===== src/ccu_pkg.sv =====
// constants, register map and mode type of the internal clock trim and lock monitor
// assumes a 10 MHz system clock and a 32-bit APB master reaching the registers
package ccu_pkg;

  localparam logic [11:0] CTRL1_OFFSET  = 12'h000;
  localparam logic [11:0] CTRL2_OFFSET  = 12'h004;
  localparam logic [11:0] CTRL3_OFFSET  = 12'h008;
  localparam logic [11:0] CTRL4_OFFSET  = 12'h00c;
  localparam logic [11:0] STATUS_OFFSET = 12'h010;

  // control 1 fields
  localparam int CLK_SEL_LSB   = 6;
  localparam int REF_DIV_LSB   = 3;
  localparam int REF_SEL_BIT   = 2;
  localparam int OUT_EN_BIT    = 1;
  localparam int STOP_EN_BIT   = 0;
  // control 2 fields
  localparam int BUS_DIV_LSB   = 5;
  localparam int LOW_POWER_BIT = 4;
  // control 4 fields
  localparam int LOL_IE_BIT    = 7;
  localparam int MON_EN_BIT    = 5;
  localparam int FINE_TRIM_BIT = 0;
  // status fields
  localparam int LOL_FLAG_BIT  = 7;
  localparam int LOCKED_BIT    = 6;
  localparam int REF_ST_BIT    = 4;
  localparam int CLK_ST_LSB    = 2;

  localparam logic [1:0] CLK_SEL_FLL     = 2'h0;
  localparam logic [1:0] CLK_SEL_INT     = 2'h1;
  localparam logic [1:0] CLK_SEL_EXT     = 2'h2;
  localparam logic [1:0] CLK_SEL_RESET   = 2'h0;
  localparam logic [2:0] REF_DIV_RESET   = 3'h0;
  localparam logic       REF_SEL_RESET   = 1'b1;
  localparam logic [2:0] BUS_DIV_RESET   = 3'h1;
  localparam logic [7:0] COARSE_TRIM_RESET = 8'h80;

  // timing
  localparam int CLK_PERIOD_NS      = 100;
  localparam int SYNC_NS            = 200;
  localparam int SYNC_CYCLES        = (SYNC_NS + CLK_PERIOD_NS - 1) / CLK_PERIOD_NS;
  localparam int LOC_TIMEOUT_NS     = 100000;
  localparam int LOC_CYCLES         = LOC_TIMEOUT_NS / CLK_PERIOD_NS;
  localparam int REF_GAP_NS         = 100000;
  localparam int REF_GAP_CYCLES     = REF_GAP_NS / CLK_PERIOD_NS;
  localparam logic [15:0] INT_REF_BASE     = 16'h0010;
  localparam logic [15:0] EXT_PERIOD_RESET = 16'h0004;
  localparam logic [3:0]  LOCK_REF_TICKS   = 4'h8;
  localparam int FLL_SHIFT          = 2;

  typedef enum logic [2:0] {
    ENGAGED_INT,
    ENGAGED_EXT,
    BYPASS_INT,
    BYPASS_INT_LP,
    BYPASS_EXT,
    BYPASS_EXT_LP
  } ccu_mode_t;

endpackage


===== src/ccu_clock_trim_lock.sv =====
// clock trim, fixed frequency clock, lock detector and clock monitor with APB registers
// assumes all inputs synchronous to clk; clocks are modelled as toggling flops paced by ticks
//
// The placing of the registers and the APB register port were decided locally.
`timescale 1ns/1ns
`default_nettype none
module ccu_clock_trim_lock
  import ccu_pkg::*;
#(
  parameter int LOC_CYCLES_P = LOC_CYCLES
) (
  // clock and reset
  input  wire logic        clk,
  input  wire logic        reset_n,
  // apb slave
  input  wire logic        psel,
  input  wire logic        penable,
  input  wire logic        pwrite,
  input  wire logic [11:0] paddr,
  input  wire logic [31:0] pwdata,
  output logic      [31:0] prdata,
  output logic             pready,
  output logic             pslverr,
  // system side
  input  wire logic [8:0]  factoryTrim,
  input  wire logic        stopMode,
  input  wire logic        extRefClk,
  input  wire logic        extClkAvail,
  input  wire logic        extRangeHigh,
  // clock and event outputs
  output logic             auxIntRefClk,
  output logic             mainOutClk,
  output logic             fixedFreqClk,
  output logic             fixedFreqValid,
  output logic             lossOfLockIrq,
  output logic             chipResetReq,
  output logic             lossOfClockSrc
);

  logic [1:0]  clockSelReg;
  logic [2:0]  refDivReg;
  logic        refSelReg;
  logic        outEnReg;
  logic        stopEnReg;
  logic [2:0]  busDivReg;
  logic        lowPowerReg;
  logic [7:0]  coarseTrimReg;
  logic        fineTrimReg;
  logic        lolIrqEnReg;
  logic        monEnReg;
  logic        lolFlagReg;
  logic        lolFlagNext;
  logic [1:0]  clkStatusReg;
  logic        refStatusReg;
  logic [3:0]  syncCntReg;
  logic        trimLoadReg;
  logic        extPrevReg;
  logic [15:0] extGapReg;
  logic [15:0] extPeriodReg;
  logic [3:0]  lockCntReg;
  logic        lockedReg;
  logic        refStatusPrev;
  logic [2:0]  refDivPrev;
  logic [8:0]  trimPrev;
  ccu_mode_t   mode;
  logic        wrEn;
  logic        setupPhase;
  logic        addrHit;
  logic [7:0]  readMux;
  logic        lolClr;
  logic        extEdge;
  logic        intRefRun;
  logic        intTick;
  logic        fllTick;
  logic        srcTick;
  logic        mainTick;
  logic        refTick;
  logic        ffTick;
  logic        fllOn;
  logic        disturb;
  logic        lolEvent;
  logic        monActive;
  logic        locFire;
  logic        ffValidNext;
  logic        clkAvail;
  logic        refAvail;
  logic [15:0] intPeriod;
  logic [15:0] fllRaw;
  logic [15:0] fllPeriod;

  // apb decode: zero wait states, answer in the access cycle
  assign setupPhase = psel && !penable;
  assign wrEn       = psel && penable && pwrite;
  assign lolClr     = wrEn && (paddr == STATUS_OFFSET) && pwdata[LOL_FLAG_BIT] && lolFlagReg;

  always_comb begin
    addrHit = 1'b1;
    readMux = 8'h00;
    unique case (paddr)
      CTRL1_OFFSET:  readMux = {clockSelReg, refDivReg, refSelReg, outEnReg, stopEnReg};
      CTRL2_OFFSET:  readMux = {busDivReg, lowPowerReg, 4'h0};
      CTRL3_OFFSET:  readMux = coarseTrimReg;
      CTRL4_OFFSET:  readMux = {lolIrqEnReg, 1'b0, monEnReg, 4'h0, fineTrimReg};
      STATUS_OFFSET: readMux = {lolFlagReg, lockedReg, 1'b0, refStatusReg, clkStatusReg, 2'h0};
      default:       addrHit = 1'b0;
    endcase
  end

  always_ff @(posedge clk or negedge reset_n) begin
    if (!reset_n) begin
      prdata  <= 32'h0000_0000;
      pready  <= 1'b0;
      pslverr <= 1'b0;
    end else begin
      pready  <= setupPhase;
      pslverr <= setupPhase && !addrHit;
      if (setupPhase && !pwrite) begin
        prdata <= {24'h00_0000, readMux};
      end
    end
  end

  // control registers; a clock select of 11 is reserved and ignored
  always_ff @(posedge clk or negedge reset_n) begin
    if (!reset_n) begin
      clockSelReg <= CLK_SEL_RESET;
      refDivReg   <= REF_DIV_RESET;
      refSelReg   <= REF_SEL_RESET;
      outEnReg    <= 1'b0;
      stopEnReg   <= 1'b0;
      busDivReg   <= BUS_DIV_RESET;
      lowPowerReg <= 1'b0;
      lolIrqEnReg <= 1'b0;
      monEnReg    <= 1'b0;
    end else if (wrEn) begin
      if (paddr == CTRL1_OFFSET) begin
        if (pwdata[CLK_SEL_LSB+:2] != 2'h3) begin
          clockSelReg <= pwdata[CLK_SEL_LSB+:2];
        end
        refDivReg <= pwdata[REF_DIV_LSB+:3];
        refSelReg <= pwdata[REF_SEL_BIT];
        outEnReg  <= pwdata[OUT_EN_BIT];
        stopEnReg <= pwdata[STOP_EN_BIT];
      end
      if (paddr == CTRL2_OFFSET) begin
        busDivReg   <= pwdata[BUS_DIV_LSB+:3];
        lowPowerReg <= pwdata[LOW_POWER_BIT];
      end
      if (paddr == CTRL4_OFFSET) begin
        lolIrqEnReg <= pwdata[LOL_IE_BIT];
        monEnReg    <= pwdata[MON_EN_BIT];
      end
    end
  end

  // trim: factory value caught on the first edge after release, then software owned
  always_ff @(posedge clk or negedge reset_n) begin
    if (!reset_n) begin
      trimLoadReg   <= 1'b1;
      coarseTrimReg <= COARSE_TRIM_RESET;
      fineTrimReg   <= 1'b0;
    end else if (trimLoadReg) begin
      trimLoadReg   <= 1'b0;
      coarseTrimReg <= factoryTrim[8:1];
      fineTrimReg   <= factoryTrim[0];
    end else if (wrEn) begin
      if (paddr == CTRL3_OFFSET) begin
        coarseTrimReg <= pwdata[7:0];
      end
      if (paddr == CTRL4_OFFSET) begin
        fineTrimReg <= pwdata[FINE_TRIM_BIT];
      end
    end
  end

  a_trim_load: assert property (@(posedge clk) disable iff (!reset_n)
    trimLoadReg |=> (coarseTrimReg == $past(factoryTrim[8:1])) && (fineTrimReg == $past(factoryTrim[0])))
    else $error("factory trim not loaded after reset");

  // status follows selection after the sync delay; an unavailable clock keeps the old one
  assign refAvail = refSelReg || extClkAvail;
  assign clkAvail = (clockSelReg != CLK_SEL_EXT) || extClkAvail;

  always_ff @(posedge clk or negedge reset_n) begin
    if (!reset_n) begin
      clkStatusReg <= CLK_SEL_RESET;
      refStatusReg <= REF_SEL_RESET;
      syncCntReg   <= 4'h0;
    end else if ((clockSelReg == clkStatusReg) && (refSelReg == refStatusReg)) begin
      syncCntReg <= 4'h0;
    end else if (syncCntReg == 4'(SYNC_CYCLES - 1)) begin
      syncCntReg <= 4'h0;
      if (clkAvail) begin
        clkStatusReg <= clockSelReg;
      end
      if (refAvail) begin
        refStatusReg <= refSelReg;
      end
    end else begin
      syncCntReg <= syncCntReg + 4'h1;
    end
  end

  a_status_sync: assert property (@(posedge clk) disable iff (!reset_n)
    (clockSelReg != clkStatusReg) && (syncCntReg == 4'h0) |=> $stable(clkStatusReg))
    else $error("clock mode status moved without synchronisation");

  // mode from the synchronised status; low power only affects the bypass modes
  always_comb begin
    unique case (clkStatusReg)
      CLK_SEL_FLL: mode = refStatusReg ? ENGAGED_INT : ENGAGED_EXT;
      CLK_SEL_INT: mode = lowPowerReg ? BYPASS_INT_LP : BYPASS_INT;
      CLK_SEL_EXT: mode = lowPowerReg ? BYPASS_EXT_LP : BYPASS_EXT;
      default:     mode = ENGAGED_INT;
    endcase
  end

  assign fllOn = !stopMode && (mode != BYPASS_INT_LP) && (mode != BYPASS_EXT_LP);

  // external reference edge, gap and period measurement
  assign extEdge = extRefClk && !extPrevReg;

  always_ff @(posedge clk or negedge reset_n) begin
    if (!reset_n) begin
      extPrevReg   <= 1'b0;
      extGapReg    <= 16'h0000;
      extPeriodReg <= EXT_PERIOD_RESET;
    end else begin
      extPrevReg <= extRefClk;
      if (extEdge) begin
        extGapReg    <= 16'h0000;
        extPeriodReg <= extGapReg + 16'h0001;
      end else if (extGapReg != 16'hffff) begin
        extGapReg <= extGapReg + 16'h0001;
      end
    end
  end

  // internal reference: period grows with the trim code
  assign intPeriod = INT_REF_BASE + 16'(coarseTrimReg) + 16'(fineTrimReg);
  assign intRefRun = !stopMode || (stopEnReg && outEnReg);

  ccu_tick_div #(.W(16)) u_int_div (
    .clk     (clk),
    .reset_n (reset_n),
    .tickIn  (intRefRun),
    .period  (intPeriod),
    .tickOut (intTick)
  );

  // fll modelled as a fixed multiple of the selected reference rate
  assign fllRaw    = refStatusReg ? intPeriod : extPeriodReg;
  assign fllPeriod = ((fllRaw >> FLL_SHIFT) == 16'h0000) ? 16'h0001 : (fllRaw >> FLL_SHIFT);

  ccu_tick_div #(.W(16)) u_fll_div (
    .clk     (clk),
    .reset_n (reset_n),
    .tickIn  (fllOn),
    .period  (fllPeriod),
    .tickOut (fllTick)
  );

  always_comb begin
    unique case (mode)
      ENGAGED_INT, ENGAGED_EXT:   srcTick = fllTick;
      BYPASS_INT, BYPASS_INT_LP:  srcTick = intTick && !stopMode;
      BYPASS_EXT, BYPASS_EXT_LP:  srcTick = extEdge && !stopMode;
      default:                    srcTick = 1'b0;
    endcase
  end

  ccu_tick_div #(.W(16)) u_bus_div (
    .clk     (clk),
    .reset_n (reset_n),
    .tickIn  (srcTick),
    .period  (16'h0001 << busDivReg),
    .tickOut (mainTick)
  );

  assign refTick = refStatusReg ? intTick : extEdge;

  ccu_tick_div #(.W(16)) u_ref_div (
    .clk     (clk),
    .reset_n (reset_n),
    .tickIn  (refTick && !stopMode),
    .period  (16'h0001 << refDivReg),
    .tickOut (ffTick)
  );

  // fixed frequency validity against the main output rate
  always_comb begin
    unique case (mode)
      ENGAGED_INT, ENGAGED_EXT:  ffValidNext = 1'b1;
      BYPASS_INT, BYPASS_INT_LP: ffValidNext = 1'b0;
      BYPASS_EXT, BYPASS_EXT_LP: ffValidNext = !extRangeHigh || ({1'b0, refDivReg} >= ({1'b0, busDivReg} + 4'h2));
      default:                   ffValidNext = 1'b0;
    endcase
  end

  // clock outputs; all toggle on their own tick only, so they hold still in stop, except aux when stopEnReg and outEnReg are set
  always_ff @(posedge clk or negedge reset_n) begin
    if (!reset_n) begin
      auxIntRefClk   <= 1'b0;
      mainOutClk     <= 1'b0;
      fixedFreqClk   <= 1'b0;
      fixedFreqValid <= 1'b0;
    end else begin
      if (intTick && outEnReg) begin
        auxIntRefClk <= !auxIntRefClk;
      end
      if (mainTick) begin
        mainOutClk <= !mainOutClk;
      end
      if (ffTick) begin
        fixedFreqClk <= !fixedFreqClk;
      end
      fixedFreqValid <= ffValidNext;
    end
  end

  a_aux_gated: assert property (@(posedge clk) disable iff (!reset_n)
    !outEnReg |=> $stable(auxIntRefClk))
    else $error("aux clock toggled with output disabled");
  a_aux_stop: assert property (@(posedge clk) disable iff (!reset_n)
    stopMode && !(stopEnReg && outEnReg) |=> $stable(auxIntRefClk))
    else $error("aux clock ran in stop without stop enable");
  a_ff_bypass_int: assert property (@(posedge clk) disable iff (!reset_n)
    (mode == BYPASS_INT) ##1 (mode == BYPASS_INT) |-> !fixedFreqValid)
    else $error("fixed clock valid in internal bypass");

  // lock detector; a reference, divider or internal trim change drops lock
  assign disturb = (refStatusReg != refStatusPrev) || (refDivReg != refDivPrev)
                || (refStatusReg && ({coarseTrimReg, fineTrimReg} != trimPrev))
                || (!refStatusReg && (extGapReg == 16'(REF_GAP_CYCLES - 1)));
  assign lolEvent = lockedReg && fllOn && disturb;

  always_ff @(posedge clk or negedge reset_n) begin
    if (!reset_n) begin
      refStatusPrev <= REF_SEL_RESET;
      refDivPrev    <= REF_DIV_RESET;
      trimPrev      <= {COARSE_TRIM_RESET, 1'b0};
      lockCntReg    <= 4'h0;
      lockedReg     <= 1'b0;
    end else begin
      refStatusPrev <= refStatusReg;
      refDivPrev    <= refDivReg;
      trimPrev      <= {coarseTrimReg, fineTrimReg};
      if (!fllOn || disturb) begin
        lockCntReg <= 4'h0;
        lockedReg  <= 1'b0;
      end else if (refTick && !lockedReg) begin
        lockCntReg <= lockCntReg + 4'h1;
        lockedReg  <= (lockCntReg + 4'h1) == LOCK_REF_TICKS;
      end
    end
  end

  // sticky flag: a new loss of lock wins over a same-cycle clear
  assign lolFlagNext = lolEvent || (lolFlagReg && !lolClr);

  always_ff @(posedge clk or negedge reset_n) begin
    if (!reset_n) begin
      lolFlagReg    <= 1'b0;
      lossOfLockIrq <= 1'b0;
    end else begin
      lolFlagReg    <= lolFlagNext;
      lossOfLockIrq <= lolFlagNext && lolIrqEnReg;
    end
  end

  a_lol_set: assert property (@(posedge clk) disable iff (!reset_n)
    lolEvent |=> lolFlagReg ##0 (lossOfLockIrq == $past(lolIrqEnReg)))
    else $error("loss of lock not flagged");
  a_lol_clear: assert property (@(posedge clk) disable iff (!reset_n)
    (lolFlagReg && !lolEvent) |=> (lolFlagReg == !$past(lolClr)))
    else $error("loss of lock flag clear misbehaved");
  a_lp_no_lock: assert property (@(posedge clk) disable iff (!reset_n)
    (mode == BYPASS_INT_LP || mode == BYPASS_EXT_LP) |=> !lockedReg ##0 (lolFlagReg == $past(lolFlagReg && !lolClr)))
    else $error("lock activity in low power bypass");
  a_irq_level: assert property (@(posedge clk) disable iff (!reset_n)
    (!lolIrqEnReg ##1 !lolIrqEnReg) |-> !lossOfLockIrq)
    else $error("interrupt raised while disabled");

  // external clock monitor: one reset request per timeout, loss marker sticky until reset
  assign monActive = monEnReg && ((mode == ENGAGED_EXT) || (mode == BYPASS_EXT) || (mode == BYPASS_EXT_LP));
  assign locFire   = monActive && (extGapReg == 16'(LOC_CYCLES_P - 1)) && !extEdge;

  always_ff @(posedge clk or negedge reset_n) begin
    if (!reset_n) begin
      chipResetReq   <= 1'b0;
      lossOfClockSrc <= 1'b0;
    end else begin
      chipResetReq <= locFire;
      if (locFire) begin
        lossOfClockSrc <= 1'b1;
      end
    end
  end

  a_loc_reset: assert property (@(posedge clk) disable iff (!reset_n)
    locFire |=> chipResetReq && lossOfClockSrc ##1 !chipResetReq)
    else $error("loss of clock did not request one reset");
  a_mon_off: assert property (@(posedge clk) disable iff (!reset_n)
    !monActive |=> !chipResetReq)
    else $error("reset requested with monitor inactive");

endmodule
`default_nettype wire


===== src/ccu_tick_div.sv =====
// divides a tick stream by a programmable period, one output tick per period
// assumes period is held steady while ticks arrive; period 0 or 1 passes every tick
`timescale 1ns/1ns
`default_nettype none
module ccu_tick_div #(
  parameter int W = 16
) (
  // clock and reset
  input  wire logic         clk,
  input  wire logic         reset_n,
  // tick stream
  input  wire logic         tickIn,
  input  wire logic [W-1:0] period,
  output logic              tickOut
);

  logic [W-1:0] cntReg;
  logic [W-1:0] cntInc;
  logic         wrap;

  assign cntInc  = cntReg + W'(1);
  assign wrap    = (cntInc >= period);
  assign tickOut = tickIn && wrap;

  always_ff @(posedge clk or negedge reset_n) begin
    if (!reset_n) begin
      cntReg <= '0;
    end else if (tickIn) begin
      cntReg <= wrap ? '0 : cntInc;
    end
  end

  a_div_passthru: assert property (@(posedge clk) disable iff (!reset_n)
    (tickIn && period <= W'(1)) |-> tickOut)
    else $error("divider dropped a tick at period one");

endmodule
`default_nettype wire


===== config.mk =====
export PLATFORM = sky130hd
export DESIGN_NAME = ccu_clock_trim_lock
export DESIGN_NICKNAME = d
export VERILOG_FILES = /design/src/ccu_pkg.sv /design/src/ccu_clock_trim_lock.sv /design/src/ccu_tick_div.sv
export SDC_FILE = /design/constraint.sdc
export NUM_CORES = 1
export LEC_CHECK = 0
export ABC_AREA = 1
export BUFFER_PORTS_ARGS = -buffer_cell sky130_fd_sc_hd__buf_2
export CAP_MARGIN = 10
export CORE_ASPECT_RATIO = 1.25
export CORE_MARGIN = 2
export CORE_UTILIZATION = 35
export DETAILED_ROUTE_END_ITERATION = 8
export SETUP_SLACK_MARGIN = 0.1
export SLEW_MARGIN = 20
export SYNTH_ARGS = -nofsm -noshare
export SYNTH_HDL_FRONTEND = slang
export SYNTH_HIERARCHICAL = 1
export SYNTH_SLANG_ARGS = --single-unit

===== constraint.sdc =====
create_clock -name clk -period 7.3 [get_ports clk]
set_clock_uncertainty 0.05 [all_clocks]
set_input_delay 1.825 -clock clk [delete_from_list [all_inputs] [get_ports clk]]
set_output_delay 1.825 -clock clk [all_outputs]
set_load 0.05 [all_outputs]

======== After elaboration in Yosys (flattened, before gate mapping) ========
Index checks and enable logic that the tools add are counted.
Widths: inputs -> output; s select.
cells by class
  add/sub/neg operators ................... 10
  multiply operators ...................... 0
  divide/modulo/power cells ............... 0
  order comparisons ....................... 5
  equality and inequality tests ........... 24
  shift-type cells ........................ 2
  muxes and demuxes ....................... 29
  bitwise operators ....................... 1
  reductions and logical operators ........ 77
operator list
  cell                   number
  $mux 16                7
  $add 16x1->16 const B  5
  $pmux 8 s5             1
  $ge 16x16->1           2
  $shl 1x3->16 const A   2
  $logic_and 1x1->1      31
  $eq 12x4->1 const B    2
  $mux 8                 3
  $eq 16x10->1 const B   1
  $ge 16x10->1           1
  $ge 16x14->1           1
  $logic_not 16->1       1
  $mux 4                 4
  $ne 16x16->1 const B   1
  $logic_not 1->1        14
  $mux 14                1
  $eq 12x3->1 const B    1
  $eq 12x5->1 const B    1
  $logic_not 12->1       1
  $logic_or 1x1->1       11
  $add 9x1->10           1
  $mux 1                 10
  $reduce_and 2->1       5
  $reduce_bool 2->1      5
  28 further kinds       36
storage, ports and cells
  register bits after elaboration ......... 164
  bits in latches ......................... 0
  memory bits (writable) .................. 0
  ROM bits ................................ 0
  input bits .............................. 62
  output and inout port bits .............. 41
  logic and storage cells ................. 186
  memories ................................ 0

======== Logic depth before layout (Yosys ltp) ========
Gate-level depths: netlist (run 1).
  depth after elaboration ................. 9
  gate-level depth with buffers ........... 29
  mapped depth without buffers ............ 26

======== Modules after synthesis ========
The synthesis (run 1) kept the hierarchy.
by module, submodules not included
  module               times used  cells an instance  area each (µm²)  sequential area each (µm²)
  ccu_tick_div         4           225                1508.9           400.4
  ccu_clock_trim_lock  1           698                5572.8           2462.4

======== Worst setup path after synthesis (run 1) ========
No wires, ideal clock.
  path kind ............................... input-to-reg
  from .................................... in stopMode
  to ...................................... reg fixedFreqClk
  setup time .............................. 0.082 ns
  arrival ................................. 3.718 ns
  required time ........................... 7.168 ns
  slack ................................... 3.451 ns
  cell stages on the path ................. 14
  buffers on the path ..................... 4
  cell sequence ........................... nand2_1 -> buf_2 -> clkinv_1 -> clkbuf_1 -> a21oi_1 -> nand2_1 -> o21ai_2 -> inv_1 -> nor2_1 -> buf_2 -> clkinv_1 -> clkbuf_1 -> a21oi_1 -> xor2_1
between the ends
  longest elaborated chain between the ends .. 6
RTL lines
  element               RTL line                    text
  start, declared       ccu_clock_trim_lock.sv:26   input wire logic stopMode,
  $logic_not 1->1       ccu_clock_trim_lock.sv:241  assign intRefRun = !stopMode || (stopEnReg && outEnReg);
  $logic_or 1x1->1      ccu_clock_trim_lock.sv:241
  $logic_and 1x1->1     ccu_tick_div.sv:23          assign tickOut = tickIn && wrap;
  named net intTick     ccu_clock_trim_lock.sv:73   logic intTick;
  $mux 1                ccu_clock_trim_lock.sv:280  assign refTick = refStatusReg ? intTick : extEdge;
  $logic_and 1x1->1     ccu_clock_trim_lock.sv:285  .tickIn (refTick && !stopMode),
  $logic_and 1x1->1     ccu_tick_div.sv:23
  named net ffTick      ccu_clock_trim_lock.sv:78   logic ffTick;
  end signal, assigned  ccu_clock_trim_lock.sv:315  fixedFreqClk <= !fixedFreqClk;
  end, declared         ccu_clock_trim_lock.sv:33   output logic fixedFreqClk,
The timed path passes the listed nets, and every way through them passes these cells.
A chain may end at the register's enable or synchronous reset.

======== Worst setup path in the final report (run 1) ========
  from .................................... in stopMode
  to ...................................... reg fixedFreqClk
between the ends
  longest elaborated chain between the ends .. 6
RTL lines
  element              RTL line                    text
  $logic_not 1->1      ccu_clock_trim_lock.sv:241
  $logic_or 1x1->1     ccu_clock_trim_lock.sv:241
  named net intRefRun  ccu_clock_trim_lock.sv:72   logic intRefRun;
  $logic_and 1x1->1    ccu_tick_div.sv:23
  named net intTick    ccu_clock_trim_lock.sv:73
  $mux 1               ccu_clock_trim_lock.sv:280
  $logic_and 1x1->1    ccu_clock_trim_lock.sv:285
  $logic_and 1x1->1    ccu_tick_div.sv:23
  named net ffTick     ccu_clock_trim_lock.sv:78
The timed path passes the listed nets, and every way through them passes these cells.

==> run summary, run 1 <==
Post-CTS repair changed the size of 0 cells. For the worst flop-to-flop path, the logic depth is 20. Global routing's busiest layer: met2. The congestion estimate from routability-driven global placement came to 0.864. The worst setup path endpoint is fixedFreqClk.

After routing the design area is 12800 um^2. The tools report the total global routing overflow as 0. The number of hold buffers added after CTS was 0. Yosys mapped the design onto 48 distinct sky130hd cell types. Setup violations remaining at the end of the flow were counted as 0.

Sequential cells were found to cover 35.0% of the synthesized design area. The floorplan step defined a die boundary enclosing 34600 um^2. Subtracting the final worst setup slack from the clock period gives 4880 ps.

The run gives 1598 as the number of instances in the synthesized netlist. Entering global routing, the biggest net connects 104 pins. CTS built an H-tree with a depth of 4. Critical path class: input port to flip-flop. The part of the cycle the worst path needs is 66.9%, and the post-route antenna net violation count is 0.

TritonCTS built the clock tree. Based on the critical path, the design can be clocked at up to 205 MHz. I/O pin count: 103. No sink is reached through more buffers than the 2 on the longest clock path. Minimum setup slack in the final design: 2420 ps. The type of the most critical hold path was flip-flop to flip-flop.

The core utilization of the finished layout was 39.3%; the worst slew slack as a fraction of its limit was 34.8%. Setup slack on the worst reg-to-reg path comes out at 2680 ps. The count of final hold-check violations was 0; the number of filler instances in the final layout was 3387.

The multi-input combinational cells in the finished layout cover a total of 6390 um^2. The mapped netlist covers 11600 um^2. CTS placed an instance of sky130_fd_sc_hd__clkbuf_16 at the clock tree root.

The max-slew violation count was 0; the clock-pin slew reported for the worst setup and hold paths after clock tree synthesis was 70 ps. For the number of global-route vias before repair, the log shows 9710. In this run the worst setup path begins at stopMode. The startpoint identified for the worst hold timing path is coarseTrimReg[7]. The actual slew at the worst max-slew pin is 978 ps.

For the half-perimeter wire length after placement, the log shows 20900 um. Met3 demand-to-capacity share in global routing: 2.19%. In the final routed layout, each cell accounts on average for 13.1 um.

The run gives 32700 um^2 as the core area. The endpoint class of the critical path was a flip-flop. In this run the power density over the cells is 198 nW/um^2. Timing analysis after detailed placement gives a worst setup slack of 1940 ps. Most common library cell in the layout ignoring fill and taps: sky130_fd_sc_hd__nand2_1. In the final layout, flip-flops and latches occupy 4060 um^2.

The post-synthesis to final-layout area growth is 10.6%. The synthesis-stage register bit count is 162, and the max-capacitance violation count is 0. The first global-routing pass estimated 46200 um of wire. Setup repair after global routing left no endpoint under its margin. During synthesis, Yosys emitted a total of 6 warnings.

During placement, the flow inserted port buffers numbering 54. The floorplan step set the die height to 208 um. The insertion delay of the later-clocked pin in the worst-skew pair was 440 ps; the number of DRC markers after the initial detailed-route iteration was 411. Vias per cell: 4.80. The row count came out at 74. The worst-case vdd ir drop came out at 0.134 mV. The tools report the reg-to-reg critical path startpoint as coarseTrimReg[0].

In the global route stage, met1 resource usage came out at 19.3%. Once placement finished, the instance area stood at 12300 um^2. The highest fanout seen on the critical path works out to 17.

End of the worst register-to-register path: fixedFreqClk. The overall power after layout is 0.00255 W, and the width of the die is 167 um. The post-CTS setup-driven buffer insertion count was 0. For this design the static power due to leakage is 6.58 nW. The library cells used most frequently in the layout, excluding fill and tap cells, are sky130_fd_sc_hd__nand2_1 (466), sky130_fd_sc_hd__inv_1 (240), sky130_fd_sc_hd__dfrtp_1 (154). At the worst endpoint, the required time is 7600 ps. The DRC violation count after routing was 0; the global-route usage over all layers was 16.1%.

The flow ran to the end, and the final reports show no timing, DRC or antenna violations. Before antenna repair, the detailed router went through 5 iterations. The number of antenna violations at the first check in global routing came out at 0.

The per-instance average area after synthesis was 7.26 um^2; the sink count of the clock tree was 162. The kind of start point of the critical path is an input port. The number of buffers created by CTS is 17. In the final layout, the share of cells above drive strength 1 is 11.6%. The starting density of the core was 35.5%. Global routing used 29.3% of the available met2 tracks. For the worst setup path, the data arrival time is 5190 ps.

For this block, the routed nets add up to 27500 um of wire. The sum of negative setup slack is 0 ps, and the post-layout net count is 1810. 0 antenna diodes ended up in the layout. Detailed routing inserted a total of 10069 vias.
[synthesized netlist by cell type, drive strengths merged]
library cell	count	area, um^2
nor4	3	25.0
o21ai	69	360
o22ai	1	6.26
a21oi	41	209
a31oi	2	12.5
nor3b	1	7.51
clkinv	5	18.8
nor2	126	614
ha	83	1040
clkbuf	11	41.3
nand4	103	644
buf	49	333
nand3	82	430
dfstp	8	210
dfrtp	154	3850
inv	251	942
xnor2	29	254
nand3b	4	30.0
o2111ai	1	8.76
conb	1	3.75
a22o	1	8.76
a2bb2oi	1	15.0
nand2	493	1920
and3	1	6.26
o211ai	7	52.6
or2	5	31.3
xor2	28	275
o31ai	2	15.0
and2	2	12.5
o21bai	9	67.6
nor3	25	158
[registers in the layout, indices dropped and copies added (netlist names), 8 cells and up]
name              count
trimPrev              9
u_fll_div/cntReg     16
extPeriodReg         14
prdata                8
u_int_div/cntReg     16
u_ref_div/cntReg     16
coarseTrimReg         8
extGapReg            16
u_bus_div/cntReg     16
[report_power, final]
part           switching [W]  leakage (nW)  internal (W)
clock               0.000405         0.286      0.000493
combinational       0.000378          4.16      0.000216
sequential         0.0000876          2.13      0.000966
total               0.000870          6.58       0.00167
[stage by stage]
step           cells  hold slack (ps)
6_report        2096              357
5_1_grt         2096              359
4_1_cts         2096              356
3_5_place_dp    2064              346
3_3_place_gp    2064              344
2_1_floorplan   1647              299
[how the worst min path moves through the flow]
stage,cells after the start,slack (ps),to
final,0,360,trimPrev[8]
after global routing,0,360,trimPrev[8]
after CTS,0,360,trimPrev[8]
after detailed placement,0,350,trimPrev[8]
after global placement,0,340,trimPrev[8]
after floorplan,0,300,trimPrev[3]
[layout make-up]
cell class              instances  area share, %
multi-input cells            1169           49.8
inverters                     256           7.48
repair buffers                 59           2.45
clock buffers                  19           3.45
well taps                     418           4.07
flip-flops and latches        162           31.6
clock inverters                13           1.12
[cells by family (layout without fill, tap and decap cells)]
group,Yosys count,count (layout),synth area share (%)
buf+inv,316,347,11.5
simple gates,845,845,33.4
flops,162,162,35.0
compound gates,134,134,6.51
fa+ha+maj,83,83,8.95
xor+xnor,57,57,4.56
other cells,1,50,0.0323
[per-layer routing]
| layer | share of wire, % | routed length, um |
|---|---|---|
| met1 | 43 | 11900 |
| met2 | 52 | 14200 |
| met3 | 2.6 | 705 |
| met4 | 2.5 | 687 |
| met5 | 0 | 0 |
[worst max-delay path, stage by stage]
cell and delay (ps):
sky130_fd_sc_hd__buf_2 150, sky130_fd_sc_hd__nand2_1 490, sky130_fd_sc_hd__clkinv_1 610, sky130_fd_sc_hd__a21oi_1 570, sky130_fd_sc_hd__nand2_1 120, sky130_fd_sc_hd__o21ai_2 120
sky130_fd_sc_hd__inv_1 60, sky130_fd_sc_hd__nor2_1 80, sky130_fd_sc_hd__buf_4 240, sky130_fd_sc_hd__clkinv_1 450, sky130_fd_sc_hd__a21oi_1 300, sky130_fd_sc_hd__xor2_1 160
(Power assumes the default switching activity.)
==> run 2: changes to the inputs <==
Clock period 7.3 ns to 5 ns, I/O delays scaled along.
==> run 2 against run 1 <==
  * Worst setup slack got worse by 1700 ps
  * Register-to-register slack got worse by 2000 ps
  * Hold slack got worse by 1.5 ps
  * Via count fell by 0.30%
  * Final area rose by 0.48%
  * Sequential share of layout area fell by 0.15 points
  * Non-clock buffer count rose by 3
  * Combinational power rose by 48%
  * Utilization rose by 0.19 points
  * Final cell count rose by 0.19%
  * Wire length rose by 0.38%
  * Die area did not move
==> run summary, run 2 (synthesis results as in run 1) <==
The most common library cell in the layout ignoring fill and taps was sky130_fd_sc_hd__nand2_1. STA classifies the critical path startpoint as a flip-flop. For the sink count of the clock tree, the log shows 162 (unchanged).

The logs give 111 (+6.7%) for the maximum number of pins on one net before global-route repair and 4 (unchanged) for the H-tree depth reported by CTS. The part of the cycle the worst path needs was 85.7%; the core area was 32700 um^2 (unchanged). The cell with the largest stage delay on the worst path is sky130_fd_sc_hd__a21oi_1. The run finished with clean final reports. The final critical delay including setup and external delays was 4290 ps; the width of the die was 167 um (unchanged). Worst stage delay on the critical path: 500 ps (-110 ps). The clock-pin slew reported for the worst setup and hold paths after clock tree synthesis is 70 ps (about the same). The routed length on met2 is 14300 um (+0.56%). The highest fanout seen on the critical path works out to 17 (unchanged). The run gives 37.2% (+2.4 points) as the worst slew slack as a fraction of its limit. The most numerous cell type found on the critical path is sky130_fd_sc_hd__nand2_1. Critical path class: flip-flop to flip-flop. The buffering stage count on the worst path with inverters included works out to 4 (-1). For the post-route antenna net violation count, the log shows 0 (unchanged).

The max-capacitance violation count was 0 (unchanged). The number of DRC markers after the initial detailed-route iteration came out at 469 (+14%). The number of filler instances in the final layout was 3398 (+0.32%); the total area of sequential cells was 4060 um^2 (unchanged). For the worst slack on hold paths, the log shows 356 ps (-1.46 ps). For the wire length of the first global-routing pass, the log shows 47300 um (+2.4%).

The run gives 0 (unchanged) as the total global routing overflow. The worst setup slack after placement is 713 ps (-1220 ps). The count of buffers inserted at the top-level ports was 54 (unchanged). The tools report the met1 wire length as 12100 um (+1.6%). The tools report the post-cts repair resize count as 0 (unchanged). Total wire length: 27600 um (+0.38%). Setup repair after global routing left no endpoint under its margin. The logs give 0 (unchanged) for the final count of negative-setup-slack endpoints and 577 um (-18%) for the routed length on met3. The tools report the required arrival time at the worst endpoint as 5270 ps (-2330 ps).

The tree is rooted in a sky130_fd_sc_hd__clkbuf_16. The worst-case vdd ir drop was 0.195 mV (+46%). The cell class contributing the biggest share of worst-path delay was simple AND/OR/NAND/NOR gates.

The wire length per cell came out at 13.2 um (+0.19%). For the sum of negative setup slack, the log shows 0 ps (unchanged). Traced cell by cell, the critical path runs through ha_1, ha_1, nand3_1, nand2_1, nand3_1, nor2_1, inv_1, ha_1, nand4_1, nor2_1, nand2_2, a21oi_1, nand2_1, o21ai_2, inv_1, nor2_1, clkinv_1, buf_4, nand2_1, nand2_1.

The logs give 0 (unchanged) for the number of antenna violations at the first check in global routing and 233 MHz for the upper clock frequency limit. The global placer's final weighted congestion is 0.879 (+1.8%). For the post-CTS setup-driven buffer insertion count, the log shows 0 (unchanged). The starting density of the core came out at 35.5% (unchanged). The insertion delay of the later-clocked pin in the worst-skew pair is 440 ps (about the same), and the number of buffers created by CTS is 17 (unchanged). The logs give 6.61 nW (+0.46%) for the static leakage and 0 (unchanged) for the DRC violation count after routing.

For the post-layout net count, the log shows 1813 (+0.17%). The worst hold path belongs to the class flip-flop to flip-flop. Minimum setup slack in the final design: 714 ps (-1700 ps). The max-slew violation count is 0 (unchanged), and the count of final hold-check violations is 0 (unchanged). The tools report the global-route usage over all layers as 16.5% (+0.40 points). The tools report the multi-input combinational cell area as 6390 um^2 (unchanged). The number of global-route vias before repair is 9871 (+1.7%).

TritonCTS built the clock tree. Leaving out fill and tap cells, the most frequent cells in the layout are sky130_fd_sc_hd__nand2_1 (466), sky130_fd_sc_hd__inv_1 (240), sky130_fd_sc_hd__dfrtp_1 (154). The run gives 2067 (+0.15%) as the placed cell count.

The final cell count without fillers is 2100 (+0.19%), and the maximum clock insertion buffer count is 2 (unchanged). The cell area power density works out to 294 nW/um^2 (+48%). The share of final-layout standard cells stronger than drive strength 1 is 11.7% (+0.16 points), and the data arrival at the endpoint of the critical path is 4560 ps (-630 ps). The actual slew at the worst max-slew pin came out at 942 ps (-35.8 ps). The endpoint class of the critical path is a flip-flop. The area of the die came out at 34600 um^2 (unchanged). The I/O pin count came out at 103 (unchanged).

The detailed router used layers up to and including met4. The run gives 21000 um (+0.56%) as the half-perimeter wire length after placement. The vertical extent of the die was 208 um (unchanged). The vias per cell is 4.78 (-0.49%). For the row count, the log shows 74 (unchanged). The run gives 10039 (-0.30%) as the vias after detailed routing. The post-cts hold buffer count came out at 0 (unchanged). The post-synthesis to final-layout area growth was 11.2%; the detailed-routing iteration count for the pre-antenna-repair pass was 5 (unchanged).
==> run 2: cell types whose count changed in the layout (fill, tap and decap cells not counted), sizes merged <==
cell | before | now
clkbuf | 19 | 20
diode | 0 | 1
bufinv | 1 | 2
inv | 257 | 259
buf | 59 | 61
clkinv | 10 | 7
==> run 2: final timing paths <==
path / from / to / depth (start not counted) / slack (ps)
min in group asynchronous: reset_n / extGapReg[2] / 1 / 880
hold reg to reg: coarseTrimReg[7] / trimPrev[8] / 0 / 360
hold / removal: coarseTrimReg[7] / trimPrev[8] / 0 / 360
setup reg to reg: fineTrimReg / u_ref_div/cntReg[1] / 20 / 710
max in group asynchronous: reset_n / refStatusPrev / 2 / 3110
setup / recovery: fineTrimReg / u_ref_div/cntReg[1] / 20 / 710
==> run 2: metal layers <==
layer / vias to the layer above / GRT usage, %
met5: - / 0
met4: 0 / 5.80
met3: 42 / 2.00
met2: 141 / 30.2
met1: 4673 / 19.9
li1: 5183 / -
==> run 2: stage by stage <==
stage	util, %	total power, W	instance area (um^2)
after global placement	37.6	0.00241	12300
after CTS	39.5	0.00383	12900
after global routing	39.5	0.00403	12900
after floorplan	-	0.00222	11800
after detailed placement	37.6	0.00244	12300
final	39.5	0.00379	12900
==> run 2: where the power goes <==
group | internal (W) | switching (W)
logic | 0.000320 | 0.000557
registers | 0.00141 | 0.000129
clock network | 0.000771 | 0.000601
total | 0.00250 | 0.00129
==> run 2: cell type report <==
cell class | count | area share, %
Multi-Input combinational cell | 1169 | 49.5
Sequential cell | 162 | 31.5
Inverter | 256 | 7.45
Tap cell | 418 | 4.05
Clock buffer | 19 | 3.43
Timing Repair Buffer | 62 | 2.72
Clock inverter | 13 | 1.28
Antenna cell | 1 | 0.0194
==> run 3: changes to the inputs <==
Settings changed: CTS_BUF_LIST from default to sky130_fd_sc_hd__clkbuf_16.
Clock period 5 ns to 4.85 ns, I/O delays scaled along.
==> run 3 against run 2 <==
  * Via count hardly changed
  * Critical endpoint is now u_bus_div/cntReg[1]
  * Worst setup slack improved by 110 ps
  * Highest routed layer unchanged
  * Maximum frequency grew 6.5%
  * Sequential power increased by 3%
  * Utilization is essentially flat
==> run summary, run 3 (synthesis results as in run 1) <==
The logs give 0 (unchanged) for the post-CTS setup-driven buffer insertion count and 9925 (+0.55%) for the number of global-route vias before repair. The core area came out at 32700 um^2 (unchanged). Setup repair after global routing left no endpoint under its margin. DRC violation count after routing: 0 (unchanged). The tools report the buffer cell driving the clock tree root as sky130_fd_sc_hd__clkbuf_16. The type of the most critical hold path is flip-flop to flip-flop. The total global routing overflow was 0 (unchanged); the post-cts hold buffer count was 0 (unchanged). The most common cell type on the critical path is sky130_fd_sc_hd__nand2_1. The wire length of the first global-routing pass is 47300 um (about the same). The clock-pin slew reported for the worst setup and hold paths after clock tree synthesis was 70 ps (about the same); the max-capacitance violation count was 0 (unchanged). The part of the power in combinational logic was 23.1% (about the same). Worst slew slack as a fraction of its limit: 43.0% (+5.8 points). The net switching component of the power was 0.00130 W (+1.1%); the post-route antenna net violation count was 0 (unchanged). The critical path is of the flip-flop to flip-flop type.

The tools report the starting density of the core as 35.5% (unchanged). The worst-case vdd ir drop came out at 0.190 mV (-2.7%). The run gives 103 (unchanged) as the I/O pin count. The highest fanout seen on the critical path was 17 (unchanged).

The run gives 0 (unchanged) as the number of antenna violations at the first check in global routing. The run finished with clean final reports. For the maximum number of pins on one net before global-route repair, the log shows 89 (-20%). For the post-layout net count, the log shows 1818 (+0.28%). TritonCTS built the clock tree. The switching fraction of total power is 33.4% (-0.60 points). The share of final-layout standard cells stronger than drive strength 1 was 12.0% (+0.26 points). The vertical extent of the die was 208 um (unchanged); the maximum clock insertion buffer count was 2 (unchanged). The run gives 443 (-5.5%) as the number of DRC markers after the initial detailed-route iteration. The wire length per cell was 13.0 um (-0.91%); the placed cell count was 2072 (+0.24%). The vias per cell came out at 4.77 (-0.28%). STA classifies the critical path endpoint as a flip-flop.

The logs give 0.00260 W (+3.8%) for the cell-internal power and 4290 ps (-270 ps) for the data arrival at the endpoint of the critical path. The worst stage delay on the critical path was 450 ps (-50 ps); the cell area power density was 302 nW/um^2 (+2.8%). The minimum setup slack in the final design came out at 826 ps (+113 ps).

The final cell count without fillers is 2104 (+0.19%). Overall power after layout: 0.00390 W (+2.9%). In the layout the commonest cells are sky130_fd_sc_hd__nand2_1 (466), sky130_fd_sc_hd__inv_1 (241), sky130_fd_sc_hd__dfrtp_1 (154).

The sink count of the clock tree was 162 (unchanged); the static leakage was 6.62 nW (+0.20%). The run gives 0 (-1) as the number of antenna repair diodes. The logs give 0 (unchanged) for the post-cts repair resize count and 27400 um (-0.72%) for the total wire length. The actual slew at the worst max-slew pin is 850 ps (-92.2 ps), and the detailed-routing iteration count for the pre-antenna-repair pass is 6 (+1). The post-synthesis to final-layout area growth is 11.3%, and the row count is 74 (unchanged). The sequential fraction of design power was 40.6% (about the same); the required arrival time at the worst endpoint was 5120 ps (-150 ps).

The kind of start point of the critical path is a flip-flop. The count of buffers inserted at the top-level ports is 54 (unchanged). The part of the cycle the worst path needs was 83.0% (-2.8 points).

Cell with the largest stage delay on the worst path: sky130_fd_sc_hd__dfrtp_1. The clock network power share came out at 36.3% (about the same). The tools report the worst setup slack after placement as 867 ps (+154 ps). The H-tree depth reported by CTS is 4 (unchanged), and the core utilization of the finished layout is 39.5% (+0.050 points). The logs give 16.5% (-0.020 points) for the global-route usage over all layers and 10030 (-0.090%) for the vias after detailed routing.

The count of final hold-check violations was 0 (unchanged); the final count of negative-setup-slack endpoints was 0 (unchanged). The half-perimeter wire length after placement is 20900 um (-0.42%), and the area of the die is 34600 um^2 (unchanged). For the upper clock frequency limit, the log shows 249 MHz (+6.5%). For the insertion delay of the later-clocked pin in the worst-skew pair, the log shows 440 ps (about the same). The number of buffers created by CTS came out at 17 (unchanged).

The library cell used most frequently in the layout, excluding fill and tap cells, is sky130_fd_sc_hd__nand2_1. The minimum setup slack among reg-to-reg paths is 830 ps (+110 ps). The final critical delay including setup and external delays was 4020 ps (-263 ps); the width of the die was 167 um (unchanged). The max-slew violation count came out at 0 (unchanged). The global placer's final weighted congestion was 0.895 (+1.8%); the sum of negative setup slack was 0 ps (unchanged).
==> run 3: changes by cell type in the layout (fill, tap and decap cells not counted), moves of 2 or more <==
cell                         previous run  this run
sky130_fd_sc_hd__clkbuf_8               2         0
sky130_fd_sc_hd__buf_4                  7        13
sky130_fd_sc_hd__clkinv_2               0         2
sky130_fd_sc_hd__inv_8                  4         0
sky130_fd_sc_hd__clkinvlp_4             1         3
==> run 3: cell type report <==
cell class,count,area (um^2)
clock buffers,17,425
well taps,418,523
flip-flops and latches,162,4060
multi-input cells,1169,6390
repair buffers,67,374
clock inverters,15,179
fillers,3384,19800
inverters,256,961
==> run 3: power by group through the flow <==
| stage | sequential (W) | clock, W | combinational, W |
|---|---|---|---|
| after detailed placement | 0.00161 | 0 | 0.000901 |
| final | 0.00158 | 0.00141 | 0.000900 |
| after global routing | 0.00160 | 0.00151 | 0.00105 |
| after global placement | 0.00161 | 0 | 0.000878 |
| after floorplan | 0.00158 | 0 | 0.000712 |
| after CTS | 0.00158 | 0.00145 | 0.000909 |
==> run 3: critical path, delay by kind of cell, from the launching register on <==
kind            cells  cell delay [ps]
simple gates       18             1740
buf+inv             5              680
fa+ha+maj           3              640
flops               1              450
compound gates      2              330
==> run 3: routing by layer <==
layer / wire length, um / vias to the layer above / global-route usage, % / part of all wire (%)
li1: - / 5198 / - / -
met1: 12000 / 4641 / 19.8 / 44
met2: 14000 / 146 / 29.7 / 51
met3: 679 / 45 / 2.10 / 2.5
met4: 740 / 0 / 6.48 / 2.7
met5: 0 / - / 0 / 0
==> run 3: path summary, 6_finish.rpt <==
path | start | cells past startpoint | endpoint
min in group asynchronous | reset_n | 1 | extGapReg[1]
max in group asynchronous | reset_n | 2 | trimLoadReg
max | fineTrimReg | 28 | u_bus_div/cntReg[1]
min | coarseTrimReg[7] | 0 | trimPrev[8]
max reg2reg | fineTrimReg | 28 | u_bus_div/cntReg[1]
min reg2reg | coarseTrimReg[7] | 0 | trimPrev[8]
==> run 3: through the flow <==
stage / instance area (um^2) / hold WS [ps]
after floorplan: 11800 / 299
after global placement: 12300 / 339
after detailed placement: 12300 / 341
after CTS: 12900 / 351
after global routing: 12900 / 357
final: 12900 / 353
